==> src/uoc_map.svh <==
// register indices, reset values, field positions and timing counts of the output combiner
`ifndef UOC_MAP_SVH
`define UOC_MAP_SVH

`define UOC_IDX_OUT0_SRC_A_SEL 16'h4960
`define UOC_IDX_OUT1_SRC_A_SEL 16'h4961
`define UOC_IDX_OUT0_SRC_A_INV 16'h4962
`define UOC_IDX_OUT1_SRC_A_INV 16'h4963
`define UOC_IDX_OUT0_SRC_B_SEL 16'h4964
`define UOC_IDX_OUT1_SRC_B_SEL 16'h4965
`define UOC_IDX_OUT0_SRC_B_INV 16'h4966
`define UOC_IDX_OUT1_SRC_B_INV 16'h4967
`define UOC_IDX_OUT0_LOGIC_OP 16'h4968
`define UOC_IDX_OUT1_LOGIC_OP 16'h4969
`define UOC_IDX_AUX_FUNC 16'h4970
`define UOC_IDX_AUX_INV 16'h4971
`define UOC_IDX_AUX_LOCK_TIME 16'h4972
`define UOC_IDX_AUX_LOCK_SPAN 16'h4973
`define UOC_IDX_AUX_MON_TIME 16'h4974
`define UOC_IDX_IDLE_CUR_SEL 16'h49fa

`define UOC_ADDR_IDX_LSB 2
`define UOC_ADDR_IDX_MSB 17
`define UOC_ADDR_SUB_LSB 20
`define UOC_ADDR_SUB_MSB 27
`define UOC_SUB_FIRST 8'h01

`define UOC_RST_SRC_SEL 8'h80
`define UOC_RST_INV 8'h00
`define UOC_RST_OP 8'h01
`define UOC_RST_AUX_FUNC 8'h09
`define UOC_RST_LOCK_TIME 8'h0a
`define UOC_RST_LOCK_SPAN 8'h1e
`define UOC_RST_MON_TIME 8'h0a
`define UOC_RST_IDLE_CUR 32'h00000000

`define UOC_MAX_FLAG 32'h00000001
`define UOC_MAX_CODE 32'h000000ff
`define UOC_MAX_TIME 32'h00000032

`define UOC_CLK_PERIOD_NS 50
`define UOC_MON_UNIT_NS 100000000
`define UOC_MON_UNIT_CYCLES ((`UOC_MON_UNIT_NS + `UOC_CLK_PERIOD_NS - 1) / `UOC_CLK_PERIOD_NS)

`endif

==> src/uoc_pkg.sv <==
// types shared by the user output combiner modules
`default_nettype none
package uoc_pkg;
    typedef struct packed {
        logic psel;
        logic penable;
        logic pwrite;
        logic [31:0] paddr;
        logic [31:0] pwdata;
    } uoc_apb_req_t;

    typedef struct packed {
        logic [31:0] prdata;
        logic pready;
        logic pslverr;
    } uoc_apb_rsp_t;

    typedef struct packed {
        logic [7:0] sel_a;
        logic [7:0] inv_a;
        logic [7:0] sel_b;
        logic [7:0] inv_b;
        logic [7:0] op;
    } uoc_out_cfg_t;

    typedef struct packed {
        uoc_out_cfg_t [1:0] outs;
        logic [7:0] aux_func;
        logic [7:0] aux_inv;
        logic [7:0] lock_time;
        logic [7:0] lock_span;
        logic [7:0] mon_time;
        logic [31:0] idle_cur;
    } uoc_axis_cfg_t;

    typedef enum logic {
        UOC_OP_AND = 1'b0,
        UOC_OP_OR = 1'b1
    } uoc_logic_op_t;

    typedef enum logic {
        UOC_BUS_IDLE = 1'b0,
        UOC_BUS_ACCESS = 1'b1
    } uoc_bus_state_t;

    typedef enum logic [4:0] {
        UOC_SLOT_OUT0_A_SEL = 5'h00,
        UOC_SLOT_OUT1_A_SEL = 5'h01,
        UOC_SLOT_OUT0_A_INV = 5'h02,
        UOC_SLOT_OUT1_A_INV = 5'h03,
        UOC_SLOT_OUT0_B_SEL = 5'h04,
        UOC_SLOT_OUT1_B_SEL = 5'h05,
        UOC_SLOT_OUT0_B_INV = 5'h06,
        UOC_SLOT_OUT1_B_INV = 5'h07,
        UOC_SLOT_OUT0_OP = 5'h08,
        UOC_SLOT_OUT1_OP = 5'h09,
        UOC_SLOT_AUX_FUNC = 5'h0a,
        UOC_SLOT_AUX_INV = 5'h0b,
        UOC_SLOT_LOCK_TIME = 5'h0c,
        UOC_SLOT_LOCK_SPAN = 5'h0d,
        UOC_SLOT_MON_TIME = 5'h0e,
        UOC_SLOT_IDLE_CUR = 5'h0f,
        UOC_SLOT_NONE = 5'h1f
    } uoc_slot_t;
endpackage
`default_nettype wire

==> src/uoc_aux.sv <==
// auxiliary input: pin synchroniser, glitch filter, inversion and on-monitor timer
`default_nettype none
module uoc_aux #(
    parameter int UNIT_CYCLES = 2000000
) (
    input wire logic core_clk_i,
    input wire logic reset_i,
    input wire logic pin_i,
    input wire logic inv_i,
    input wire logic [7:0] mon_time_i,
    output logic level_o,
    output logic on_mon_o
);
    localparam int CNT_W = $clog2(UNIT_CYCLES) + 1;

    logic [2:0] sync_q;
    logic [2:0] sync_d;
    logic stable_q;
    logic stable_d;
    logic level_q;
    logic level_d;
    logic [CNT_W-1:0] cnt_q;
    logic [CNT_W-1:0] cnt_d;
    logic [5:0] units_q;
    logic [5:0] units_d;
    logic mon_q;
    logic mon_d;

    always_comb begin
        sync_d = {sync_q[1:0], pin_i};
        // a change counts once the second and third stages agree
        stable_d = (sync_q[1] == sync_q[2]) ? sync_q[2] : stable_q;
        level_d = stable_q ^ inv_i;
        cnt_d = cnt_q;
        units_d = units_q;
        if (!level_q) begin
            cnt_d = '0;
            units_d = '0;
        end else if (cnt_q == CNT_W'(UNIT_CYCLES - 1)) begin
            cnt_d = '0;
            if (units_q != 6'h3f) begin
                units_d = units_q + 6'h01;
            end
        end else begin
            cnt_d = cnt_q + CNT_W'(1);
        end
        mon_d = level_q && ({2'h0, units_q} >= mon_time_i);
    end

    always_ff @(posedge core_clk_i) begin
        if (reset_i) begin
            sync_q <= 3'h0;
            stable_q <= 1'b0;
            level_q <= 1'b0;
            cnt_q <= '0;
            units_q <= 6'h00;
            mon_q <= 1'b0;
        end else begin
            sync_q <= sync_d;
            stable_q <= stable_d;
            level_q <= level_d;
            cnt_q <= cnt_d;
            units_q <= units_d;
            mon_q <= mon_d;
        end
    end

    assign level_o = level_q;
    assign on_mon_o = mon_q;

    property p_mon_needs_level;
        @(posedge core_clk_i) disable iff (reset_i)
        on_mon_o |-> $past(level_q);
    endproperty
    a_mon_needs_level: assert property (p_mon_needs_level) else $error("monitor on without level");

    property p_mon_zero;
        @(posedge core_clk_i) disable iff (reset_i)
        (level_q && mon_time_i == 8'h00) |=> on_mon_o;
    endproperty
    a_mon_zero: assert property (p_mon_zero) else $error("zero monitor time did not fire");

    property p_filter;
        @(posedge core_clk_i) disable iff (reset_i)
        (sync_q[1] != sync_q[2]) |=> (stable_q == $past(stable_q));
    endproperty
    a_filter: assert property (p_filter) else $error("unsettled pin changed filtered level");
endmodule
`default_nettype wire

==> src/uoc_combine.sv <==
// one combined output: two selected sources, each optionally inverted, joined by and/or
`default_nettype none
module uoc_combine #(
    parameter int SIG_W = 256
) (
    input wire logic core_clk_i,
    input wire logic reset_i,
    input wire logic [SIG_W-1:0] sig_i,
    input wire uoc_pkg::uoc_out_cfg_t cfg_i,
    output logic comb_o
);
    import uoc_pkg::*;

    logic src_a;
    logic src_b;
    logic comb_d;
    logic comb_q;

    always_comb begin
        src_a = sig_i[cfg_i.sel_a] ^ cfg_i.inv_a[0];
        src_b = sig_i[cfg_i.sel_b] ^ cfg_i.inv_b[0];
        if (uoc_logic_op_t'(cfg_i.op[0]) == UOC_OP_OR) begin
            comb_d = src_a | src_b;
        end else begin
            comb_d = src_a & src_b;
        end
    end

    always_ff @(posedge core_clk_i) begin
        if (reset_i) begin
            comb_q <= 1'b0;
        end else begin
            comb_q <= comb_d;
        end
    end

    assign comb_o = comb_q;

    property p_and_low;
        @(posedge core_clk_i) disable iff (reset_i)
        (cfg_i.op[0] == 1'b0 && (sig_i[cfg_i.sel_a] == cfg_i.inv_a[0])) |=> !comb_o;
    endproperty
    a_and_low: assert property (p_and_low) else $error("and with a false source gave high");

    property p_or_high;
        @(posedge core_clk_i) disable iff (reset_i)
        (cfg_i.op[0] == 1'b1 && (sig_i[cfg_i.sel_b] != cfg_i.inv_b[0])) |=> comb_o;
    endproperty
    a_or_high: assert property (p_or_high) else $error("or with a true source gave low");

    property p_both_true;
        @(posedge core_clk_i) disable iff (reset_i)
        ((sig_i[cfg_i.sel_a] != cfg_i.inv_a[0]) && (sig_i[cfg_i.sel_b] != cfg_i.inv_b[0]))
            |=> comb_o;
    endproperty
    a_both_true: assert property (p_both_true) else $error("two true sources gave low");
endmodule
`default_nettype wire

==> src/uoc_top.sv <==
// user output combiner: apb register file for four axes, combined outputs and aux input
// Summary of operation
// - each combined output has source A and B selectors, 8-bit, reset 128
// - each source has an invert flag: 0 passes, 1 inverts, reset 0
// - each output has a logic op flag: 0 and, 1 or, reset or
// - aux input has 8-bit function code reset 9 and invert flag reset 0
// - aux on-monitor time 0 to 50 in 0.1 s units, reset 10
// - every setting exists per axis; sub-index 1 to 4 picks the axis
// - 32-bit setting, reset 0: 0 standstill current, 1 operating current in test drive
//
// Design decision made here: the APB register port.
`include "uoc_map.svh"
`default_nettype none
module uoc_top #(
    parameter int NUM_AXES = 4,
    parameter int SIG_W = 256,
    parameter int MON_UNIT_CYCLES = `UOC_MON_UNIT_CYCLES
) (
    input wire logic core_clk_i,
    input wire logic reset_i,
    input wire uoc_pkg::uoc_apb_req_t apb_req_i,
    output uoc_pkg::uoc_apb_rsp_t apb_rsp_o,
    input wire logic [NUM_AXES-1:0][SIG_W-1:0] out_sig_i,
    input wire logic [NUM_AXES-1:0] aux_input_i,
    output logic [NUM_AXES-1:0][1:0] combo_out_o,
    output logic [NUM_AXES-1:0] aux_level_o,
    output logic [NUM_AXES-1:0] aux_on_mon_o,
    output logic [NUM_AXES-1:0][7:0] aux_func_o,
    output logic [NUM_AXES-1:0] idle_cur_sel_o
);
    import uoc_pkg::*;

    localparam int AX_W = (NUM_AXES > 1) ? $clog2(NUM_AXES) : 1;

    function automatic uoc_slot_t slot_of(input logic [15:0] idx);
        case (idx)
            `UOC_IDX_OUT0_SRC_A_SEL: slot_of = UOC_SLOT_OUT0_A_SEL;
            `UOC_IDX_OUT1_SRC_A_SEL: slot_of = UOC_SLOT_OUT1_A_SEL;
            `UOC_IDX_OUT0_SRC_A_INV: slot_of = UOC_SLOT_OUT0_A_INV;
            `UOC_IDX_OUT1_SRC_A_INV: slot_of = UOC_SLOT_OUT1_A_INV;
            `UOC_IDX_OUT0_SRC_B_SEL: slot_of = UOC_SLOT_OUT0_B_SEL;
            `UOC_IDX_OUT1_SRC_B_SEL: slot_of = UOC_SLOT_OUT1_B_SEL;
            `UOC_IDX_OUT0_SRC_B_INV: slot_of = UOC_SLOT_OUT0_B_INV;
            `UOC_IDX_OUT1_SRC_B_INV: slot_of = UOC_SLOT_OUT1_B_INV;
            `UOC_IDX_OUT0_LOGIC_OP: slot_of = UOC_SLOT_OUT0_OP;
            `UOC_IDX_OUT1_LOGIC_OP: slot_of = UOC_SLOT_OUT1_OP;
            `UOC_IDX_AUX_FUNC: slot_of = UOC_SLOT_AUX_FUNC;
            `UOC_IDX_AUX_INV: slot_of = UOC_SLOT_AUX_INV;
            `UOC_IDX_AUX_LOCK_TIME: slot_of = UOC_SLOT_LOCK_TIME;
            `UOC_IDX_AUX_LOCK_SPAN: slot_of = UOC_SLOT_LOCK_SPAN;
            `UOC_IDX_AUX_MON_TIME: slot_of = UOC_SLOT_MON_TIME;
            `UOC_IDX_IDLE_CUR_SEL: slot_of = UOC_SLOT_IDLE_CUR;
            default: slot_of = UOC_SLOT_NONE;
        endcase
    endfunction

    // largest value a write may carry; anything above is refused
    function automatic logic [31:0] max_of(input uoc_slot_t s);
        case (s)
            UOC_SLOT_OUT0_A_SEL, UOC_SLOT_OUT1_A_SEL,
            UOC_SLOT_OUT0_B_SEL, UOC_SLOT_OUT1_B_SEL,
            UOC_SLOT_AUX_FUNC: max_of = `UOC_MAX_CODE;
            UOC_SLOT_LOCK_TIME, UOC_SLOT_LOCK_SPAN,
            UOC_SLOT_MON_TIME: max_of = `UOC_MAX_TIME;
            default: max_of = `UOC_MAX_FLAG;
        endcase
    endfunction

    function automatic logic [31:0] field_rd(input uoc_axis_cfg_t c, input uoc_slot_t s);
        case (s)
            UOC_SLOT_OUT0_A_SEL: field_rd = {24'h0, c.outs[0].sel_a};
            UOC_SLOT_OUT1_A_SEL: field_rd = {24'h0, c.outs[1].sel_a};
            UOC_SLOT_OUT0_A_INV: field_rd = {24'h0, c.outs[0].inv_a};
            UOC_SLOT_OUT1_A_INV: field_rd = {24'h0, c.outs[1].inv_a};
            UOC_SLOT_OUT0_B_SEL: field_rd = {24'h0, c.outs[0].sel_b};
            UOC_SLOT_OUT1_B_SEL: field_rd = {24'h0, c.outs[1].sel_b};
            UOC_SLOT_OUT0_B_INV: field_rd = {24'h0, c.outs[0].inv_b};
            UOC_SLOT_OUT1_B_INV: field_rd = {24'h0, c.outs[1].inv_b};
            UOC_SLOT_OUT0_OP: field_rd = {24'h0, c.outs[0].op};
            UOC_SLOT_OUT1_OP: field_rd = {24'h0, c.outs[1].op};
            UOC_SLOT_AUX_FUNC: field_rd = {24'h0, c.aux_func};
            UOC_SLOT_AUX_INV: field_rd = {24'h0, c.aux_inv};
            UOC_SLOT_LOCK_TIME: field_rd = {24'h0, c.lock_time};
            UOC_SLOT_LOCK_SPAN: field_rd = {24'h0, c.lock_span};
            UOC_SLOT_MON_TIME: field_rd = {24'h0, c.mon_time};
            UOC_SLOT_IDLE_CUR: field_rd = c.idle_cur;
            default: field_rd = 32'h00000000;
        endcase
    endfunction

    function automatic uoc_axis_cfg_t field_wr(input uoc_axis_cfg_t c, input uoc_slot_t s,
                                               input logic [31:0] v);
        field_wr = c;
        case (s)
            UOC_SLOT_OUT0_A_SEL: field_wr.outs[0].sel_a = v[7:0];
            UOC_SLOT_OUT1_A_SEL: field_wr.outs[1].sel_a = v[7:0];
            UOC_SLOT_OUT0_A_INV: field_wr.outs[0].inv_a = v[7:0];
            UOC_SLOT_OUT1_A_INV: field_wr.outs[1].inv_a = v[7:0];
            UOC_SLOT_OUT0_B_SEL: field_wr.outs[0].sel_b = v[7:0];
            UOC_SLOT_OUT1_B_SEL: field_wr.outs[1].sel_b = v[7:0];
            UOC_SLOT_OUT0_B_INV: field_wr.outs[0].inv_b = v[7:0];
            UOC_SLOT_OUT1_B_INV: field_wr.outs[1].inv_b = v[7:0];
            UOC_SLOT_OUT0_OP: field_wr.outs[0].op = v[7:0];
            UOC_SLOT_OUT1_OP: field_wr.outs[1].op = v[7:0];
            UOC_SLOT_AUX_FUNC: field_wr.aux_func = v[7:0];
            UOC_SLOT_AUX_INV: field_wr.aux_inv = v[7:0];
            UOC_SLOT_LOCK_TIME: field_wr.lock_time = v[7:0];
            UOC_SLOT_LOCK_SPAN: field_wr.lock_span = v[7:0];
            UOC_SLOT_MON_TIME: field_wr.mon_time = v[7:0];
            UOC_SLOT_IDLE_CUR: field_wr.idle_cur = v;
            default: field_wr = c;
        endcase
    endfunction

    function automatic uoc_axis_cfg_t cfg_reset();
        cfg_reset.outs[0] = {`UOC_RST_SRC_SEL, `UOC_RST_INV, `UOC_RST_SRC_SEL, `UOC_RST_INV,
                             `UOC_RST_OP};
        cfg_reset.outs[1] = cfg_reset.outs[0];
        cfg_reset.aux_func = `UOC_RST_AUX_FUNC;
        cfg_reset.aux_inv = `UOC_RST_INV;
        cfg_reset.lock_time = `UOC_RST_LOCK_TIME;
        cfg_reset.lock_span = `UOC_RST_LOCK_SPAN;
        cfg_reset.mon_time = `UOC_RST_MON_TIME;
        cfg_reset.idle_cur = `UOC_RST_IDLE_CUR;
    endfunction

    uoc_bus_state_t state_q;
    uoc_bus_state_t state_d;
    uoc_slot_t slot_q;
    uoc_slot_t slot_d;
    logic [AX_W-1:0] axis_q;
    logic [AX_W-1:0] axis_d;
    logic err_q;
    logic err_d;
    logic [31:0] rdata_q;
    logic [31:0] rdata_d;
    uoc_axis_cfg_t cfg_q [NUM_AXES];
    uoc_axis_cfg_t cfg_d [NUM_AXES];

    uoc_slot_t req_slot;
    logic [7:0] req_sub;
    logic [AX_W-1:0] req_axis;
    logic sub_ok;
    logic addr_ok;
    logic req_err;
    logic setup;
    logic wr_fire;

    always_comb begin
        req_slot = slot_of(apb_req_i.paddr[`UOC_ADDR_IDX_MSB:`UOC_ADDR_IDX_LSB]);
        req_sub = apb_req_i.paddr[`UOC_ADDR_SUB_MSB:`UOC_ADDR_SUB_LSB];
        sub_ok = (req_sub >= `UOC_SUB_FIRST) && (req_sub <= 8'(NUM_AXES));
        req_axis = AX_W'(req_sub - `UOC_SUB_FIRST);
        addr_ok = (apb_req_i.paddr[1:0] == 2'h0) && (apb_req_i.paddr[19:18] == 2'h0)
            && (apb_req_i.paddr[31:28] == 4'h0);
        req_err = (req_slot == UOC_SLOT_NONE) || !sub_ok || !addr_ok
            || (apb_req_i.pwrite && (apb_req_i.pwdata > max_of(req_slot)));
        setup = (state_q == UOC_BUS_IDLE) && apb_req_i.psel && !apb_req_i.penable;
        wr_fire = (state_q == UOC_BUS_ACCESS) && apb_req_i.psel && apb_req_i.penable
            && apb_req_i.pwrite && !err_q;
    end

    always_comb begin
        state_d = state_q;
        slot_d = slot_q;
        axis_d = axis_q;
        err_d = err_q;
        rdata_d = rdata_q;
        cfg_d = cfg_q;
        unique case (state_q)
            UOC_BUS_IDLE: begin
                if (setup) begin
                    state_d = UOC_BUS_ACCESS;
                    slot_d = req_slot;
                    axis_d = req_axis;
                    err_d = req_err;
                    rdata_d = (req_err || apb_req_i.pwrite) ? 32'h00000000
                        : field_rd(cfg_q[req_axis], req_slot);
                end
            end
            UOC_BUS_ACCESS: begin
                if (apb_req_i.psel && apb_req_i.penable) begin
                    state_d = UOC_BUS_IDLE;
                    if (wr_fire) begin
                        cfg_d[axis_q] = field_wr(cfg_q[axis_q], slot_q, apb_req_i.pwdata);
                    end
                end
            end
        endcase
    end

    always_ff @(posedge core_clk_i) begin
        if (reset_i) begin
            state_q <= UOC_BUS_IDLE;
            slot_q <= UOC_SLOT_NONE;
            axis_q <= '0;
            err_q <= 1'b0;
            rdata_q <= 32'h00000000;
            for (int i = 0; i < NUM_AXES; i++) begin
                cfg_q[i] <= cfg_reset();
            end
        end else begin
            state_q <= state_d;
            slot_q <= slot_d;
            axis_q <= axis_d;
            err_q <= err_d;
            rdata_q <= rdata_d;
            cfg_q <= cfg_d;
        end
    end

    assign apb_rsp_o.pready = (state_q == UOC_BUS_ACCESS);
    assign apb_rsp_o.prdata = rdata_q;
    assign apb_rsp_o.pslverr = (state_q == UOC_BUS_ACCESS) && err_q;

    for (genvar a = 0; a < NUM_AXES; a++) begin : g_axis
        for (genvar o = 0; o < 2; o++) begin : g_out
            uoc_combine #(
                .SIG_W(SIG_W)
            ) u_combine (
                .core_clk_i(core_clk_i),
                .reset_i(reset_i),
                .sig_i(out_sig_i[a]),
                .cfg_i(cfg_q[a].outs[o]),
                .comb_o(combo_out_o[a][o])
            );
        end
        uoc_aux #(
            .UNIT_CYCLES(MON_UNIT_CYCLES)
        ) u_aux (
            .core_clk_i(core_clk_i),
            .reset_i(reset_i),
            .pin_i(aux_input_i[a]),
            .inv_i(cfg_q[a].aux_inv[0]),
            .mon_time_i(cfg_q[a].mon_time),
            .level_o(aux_level_o[a]),
            .on_mon_o(aux_on_mon_o[a])
        );
        assign aux_func_o[a] = cfg_q[a].aux_func;
        assign idle_cur_sel_o[a] = cfg_q[a].idle_cur[0];
    end

    property p_bad_sub;
        @(posedge core_clk_i) disable iff (reset_i)
        (setup && !sub_ok) |=> (apb_rsp_o.pready && apb_rsp_o.pslverr);
    endproperty
    a_bad_sub: assert property (p_bad_sub) else $error("bad axis sub-index not refused");

    property p_axis_isolated;
        @(posedge core_clk_i) disable iff (reset_i)
        (wr_fire && axis_q == '0) |=> (cfg_q[NUM_AXES-1] == $past(cfg_q[NUM_AXES-1]));
    endproperty
    a_axis_isolated: assert property (p_axis_isolated) else $error("write leaked to other axis");

    property p_sel_write;
        @(posedge core_clk_i) disable iff (reset_i)
        (wr_fire && slot_q == UOC_SLOT_OUT0_A_SEL)
            |=> (cfg_q[axis_q].outs[0].sel_a == $past(apb_req_i.pwdata[7:0]));
    endproperty
    a_sel_write: assert property (p_sel_write) else $error("source select write lost");

    property p_flag_refused;
        @(posedge core_clk_i) disable iff (reset_i)
        (setup && apb_req_i.pwrite && req_slot == UOC_SLOT_OUT1_B_INV
            && apb_req_i.pwdata > `UOC_MAX_FLAG) |=> apb_rsp_o.pslverr;
    endproperty
    a_flag_refused: assert property (p_flag_refused) else $error("invert value above 1 taken");

    property p_reset_vals;
        @(posedge core_clk_i) disable iff (reset_i)
        $fell(reset_i) |-> (cfg_q[0].outs[1].op == `UOC_RST_OP
            && cfg_q[0].outs[1].sel_b == `UOC_RST_SRC_SEL && aux_func_o[0] == `UOC_RST_AUX_FUNC
            && cfg_q[0].aux_inv == `UOC_RST_INV);
    endproperty
    a_reset_vals: assert property (p_reset_vals) else $error("wrong value after reset");

    property p_mon_refused;
        @(posedge core_clk_i) disable iff (reset_i)
        (setup && apb_req_i.pwrite && req_slot == UOC_SLOT_MON_TIME
            && apb_req_i.pwdata > `UOC_MAX_TIME)
            |=> apb_rsp_o.pslverr ##1 $stable(cfg_q[axis_q].mon_time);
    endproperty
    a_mon_refused: assert property (p_mon_refused) else $error("monitor time above 50 taken");

    property p_idle_cur;
        @(posedge core_clk_i) disable iff (reset_i)
        (wr_fire && slot_q == UOC_SLOT_IDLE_CUR && apb_req_i.pwdata == 32'h00000001)
            |=> idle_cur_sel_o[axis_q];
    endproperty
    a_idle_cur: assert property (p_idle_cur) else $error("operating current not selected");

    property p_func_write;
        @(posedge core_clk_i) disable iff (reset_i)
        (wr_fire && slot_q == UOC_SLOT_AUX_FUNC)
            |=> (aux_func_o[axis_q] == $past(apb_req_i.pwdata[7:0]));
    endproperty
    a_func_write: assert property (p_func_write) else $error("aux function write lost");

    property p_answer;
        @(posedge core_clk_i) disable iff (reset_i)
        setup |=> apb_rsp_o.pready;
    endproperty
    a_answer: assert property (p_answer) else $error("no answer one cycle after setup");

    c_write: cover property (@(posedge core_clk_i) disable iff (reset_i) wr_fire);
    c_refused: cover property (@(posedge core_clk_i) disable iff (reset_i)
        apb_rsp_o.pslverr);
    c_combo: cover property (@(posedge core_clk_i) disable iff (reset_i)
        combo_out_o[0][0] && cfg_q[0].outs[0].op == 8'h00);
    c_mon: cover property (@(posedge core_clk_i) disable iff (reset_i) aux_on_mon_o[0]);
endmodule
`default_nettype wire
==> config.mk <==
export PLATFORM = sky130hd
export DESIGN_NAME = uoc_top
export DESIGN_NICKNAME = d
export VERILOG_FILES = /design/src/uoc_pkg.sv /design/src/uoc_aux.sv /design/src/uoc_combine.sv /design/src/uoc_top.sv
export VERILOG_INCLUDE_DIRS = /design/src /design/src/src
export SDC_FILE = /design/constraint.sdc
export NUM_CORES = 2
export LEC_CHECK = 0
export BUFFER_PORTS_ARGS = -buffer_cell sky130_fd_sc_hd__buf_2
export CORE_AREA = 8 8 450 452
export DETAILED_ROUTE_END_ITERATION = 12
export DIE_AREA = 0 0 458 460
export REMOVE_ABC_BUFFERS = 1
export SLEW_MARGIN = 20
export SYNTH_ARGS = -nofsm -noshare
export SYNTH_HDL_FRONTEND = slang
export SYNTH_SLANG_ARGS = --single-unit
==> constraint.sdc <==
create_clock -name core_clk_i -period 16.1 [get_ports core_clk_i]
set_input_delay 4.83 -clock core_clk_i [delete_from_list [all_inputs] [get_ports core_clk_i]]
set_output_delay 4.83 -clock core_clk_i [all_outputs]
set_load 0.02 [all_outputs]
==> results.ini <==
[timing]
max_freq_mhz=114
period_minus_slack_ns=8.78
timing_worst_slew_pin_value_ns=1.12
finalMaxSlewViolations=0
max_slew_margin=0.246
min_period_over_period=0.545
grt_setup_unrepaired=false
final.setup_skew_ns=0.0274
setup_violations=0
final-hold-violation-count=0

[logic_synthesis]
synthSimpleGateAreaFrac=0.118
synth_flop_cell=dfxtp_1
synth_edf_count=0
synth_sequential_area_ratio=0.217
yosysTopAreaCell=mux4_2
dominant_combinational_cell_family_by_area_after_synthesis=multiplexers
netlist-cell-type-count=83
yosys.area_share.xor_xnor=0.0118
synth_seq_cells=793
asyncSetResetFlopFracSynth=0
post_synthesis_instance_total=6890
post_synth_fa_ha_maj_area_fraction=0.00737
yosysTopAreaCellShare=0.353
synth-compound-area-share=0.155
ys_warn_count=0
syn-cell-area_um2=73000
synth_area_leaders=mux4_2 (35%), dfxtp_1 (22%), mux2i_1 (8.4%)
syn-mean-instance-area_um2=10.6
synth.area.mux_share=0.438

[pwr]
static-leakage-power_nw=26.4
irDropWorstVdd_uv=93.0
power_density_nw_per_um2=61.1

[placement]
post_dp_cell_area_um2=79900
port_buffers=1182
final_replace_weighted_congestion=1.07
detailed_place_hpwl_mm=304

[setup_path]
worst-endpoint-required_ns=16.59
cp-end-kind=flip-flop
timing.setup.critical_path_class=input port to flip-flop
highest_net_fanout_along_the_worst_path=43
start_kind=input port
arrival_ns=9.27

[global_route]
antenna_found_initial=211
global_route.overflow_total=0
grt_start_max_net_pins=195
grt_util_all_layers=0.355
via_count_of_the_first_global_routing_pass=69100
wire_length_of_the_first_global_routing_pass_mm=548

[worst_hold_path]
min-delay-path-class=flip-flop to flip-flop

[cts]
cts_num_sinks=793
ctsRootBufferMaster=clkbuf_16
tritoncts=built
cts_buffers=88
post_cts.resized_instances=0
cts.hold.buffers_added=0
cts_buffer_depth=3
ctsHtreeMaxLevel=3
insertion_delay_ns=0.68
post-cts-setup-buffer-count=0
cts.reportedPaths.clkPinSlew_ns=0.06

[detailed_routing]
route.antenna.remaining_nets=0
dr.pass1.iters=6
routed_wirelength_mm=394
drcViolationCount=0
drt_first_iter_violations=10700
detail_route.vias_per_cell=7.08
wl_per_cell_um=38.1
via_count=73100

[floorplan]
dieArea_um2=211000
die_h_um=460
std_cell_rows=163
starting_density_of_the_core=0.373
fp.dieW_um=458
core_um2=196000
count_of_pins_on_the_block_boundary=1183

[layout]
syn2layout_area_growth_pct=14.3
final_nets=8676
utilization=0.426
layout-drive-gt1-share=0.357
finalInstanceArea_um2=83400

[run_status]
run_status=finished clean

[run]
maxCapViolations=0

## logic make-up (layout without fill, tap and decap cells)
kind of cell	Yosys count	count (layout)
multiplexers	1765	1765
flip-flops	793	793
buffers and inverters	833	1552
adder cells (fa/ha/maj)	43	43
other	0	161
AND/OR/NAND/NOR	1774	1774
AO/OA/AOI/OAI	1584	1584
XOR/XNOR	98	98
## path summary, 6_finish.rpt
kind	from	end	slack, ns	depth (start not counted)
setup reg to reg	axis_q[1]$_SDFFE_PP0P_	cfg_q[603]$_SDFFE_PP0P_	11.55	6
setup / recovery	apb_req_i[52]	rdata_q[2]$_SDFFE_PP0P_	7.32	11
hold reg to reg	g_axis[0].u_aux.sync_q[0]$_SDFF_PP0_	g_axis[0].u_aux.sync_q[1]$_SDFF_PP0_	0.45	1
hold / removal	g_axis[0].u_aux.sync_q[0]$_SDFF_PP0_	g_axis[0].u_aux.sync_q[1]$_SDFF_PP0_	0.45	1
## flip-flops by register name, indices dropped and copies added (netlist names), 4 cells and up, named ones only
register and cells:
slot_q 5, g_axis.u_aux.units_q 24, idle_cur_sel_o 4, g_axis.u_aux.level_o 4
g_axis.u_aux.stable_q 4, g_axis.u_aux.on_mon_o 4, g_axis.g_out.u_combine.comb_o 8, aux_func_o 32
g_axis.u_aux.cnt_q 88, g_axis.u_aux.sync_q 12, rdata_q 32, cfg_q 572
## power by group
part	switching [mW]	internal (mW)	total, mW
sequential	0.0317	1.97	2.00
combinational	0.526	0.406	0.932
clock	0.884	1.28	2.16
total	1.44	3.66	5.10
## per-layer routing
layer	routed length, um	GRT usage
met1	145000	0.448
met4	28800	0.216
met5	549	0.00113
met2	171000	0.531
met3	48900	0.113
## area by class of cell
| class | instances | area [um2] |
|---|---|---|
| Antenna cell | 161 | 403 |
| Clock buffer | 120 | 2550 |
| Clock inverter | 43 | 541 |
| Fill cell | 18800 | 112000 |
| Inverter | 61 | 231 |
| Multi-Input combinational cell | 5264 | 53400 |
| Sequential cell | 793 | 16000 |
| Tap cell | 2557 | 3200 |
| Timing Repair Buffer | 1328 | 7100 |
## cells in the mapped netlist (all sizes together), types with 22 or more instances
cell type / count
and3: 37
nor4: 86
nor2: 854
xnor2: 42
nand2: 213
nand2b: 29
inv: 60
o22ai: 159
mux2i: 612
xor2: 56
clkbuf: 410
ha: 43
nor2b: 97
nor4b: 30
a21oi: 152
a31oi: 29
nor3b: 22
a22o: 58
nand3: 91
a211oi: 550
a22oi: 280
o21ai: 89
buf: 362
nand4: 62
dfxtp: 793
nand3b: 48
mux4: 1144
o211ai: 100
and2: 25
nor3: 74
## stage by stage
stage / hold slack, ns / power (mW) / TNS, ns / cells / setup slack (ns)
2_1_floorplan: 0.414 / 2.49 / -1257.75 / 6118 / -9.31
3_3_place_gp: 0.426 / 2.93 / 0 / 10000 / 6.54
3_5_place_dp: 0.433 / 2.95 / 0 / 10000 / 6.64
4_1_cts: 0.451 / 5.10 / 0 / 10200 / 7.34
5_1_grt: 0.464 / 5.23 / 0 / 10300 / 7.03
6_report: 0.445 / 5.10 / 0 / 10300 / 7.32
## placed cells by master (no fill, tap or decap), drive strengths merged, types with 42 or more instances in the layout
master / count
a211oi: 550
a21oi: 152
a22o: 58
a22oi: 280
buf: 1328
clkbuf: 120
dfxtp: 793
diode: 161
ha: 43
inv: 64
mux2i: 612
mux4: 1144
nand2: 213
nand3: 91
nand3b: 48
nand4: 62
nor2: 854
nor2b: 97
nor3: 74
nor4: 86
o211ai: 100
o21ai: 89
o22ai: 159
xnor2: 42
xor2: 56
## critical path: stages
cell and delay (ns):
buf_6 0.42, inv_1 0.20, ha_4 0.87, buf_4 0.59, buf_4 0.58, mux4_2 0.62
nand3_1 0.10, and3_1 0.22, nand4_1 0.27, o31ai_1 0.31, a21oi_1 0.09
Note: power is estimated with default switching activity, not from simulation.
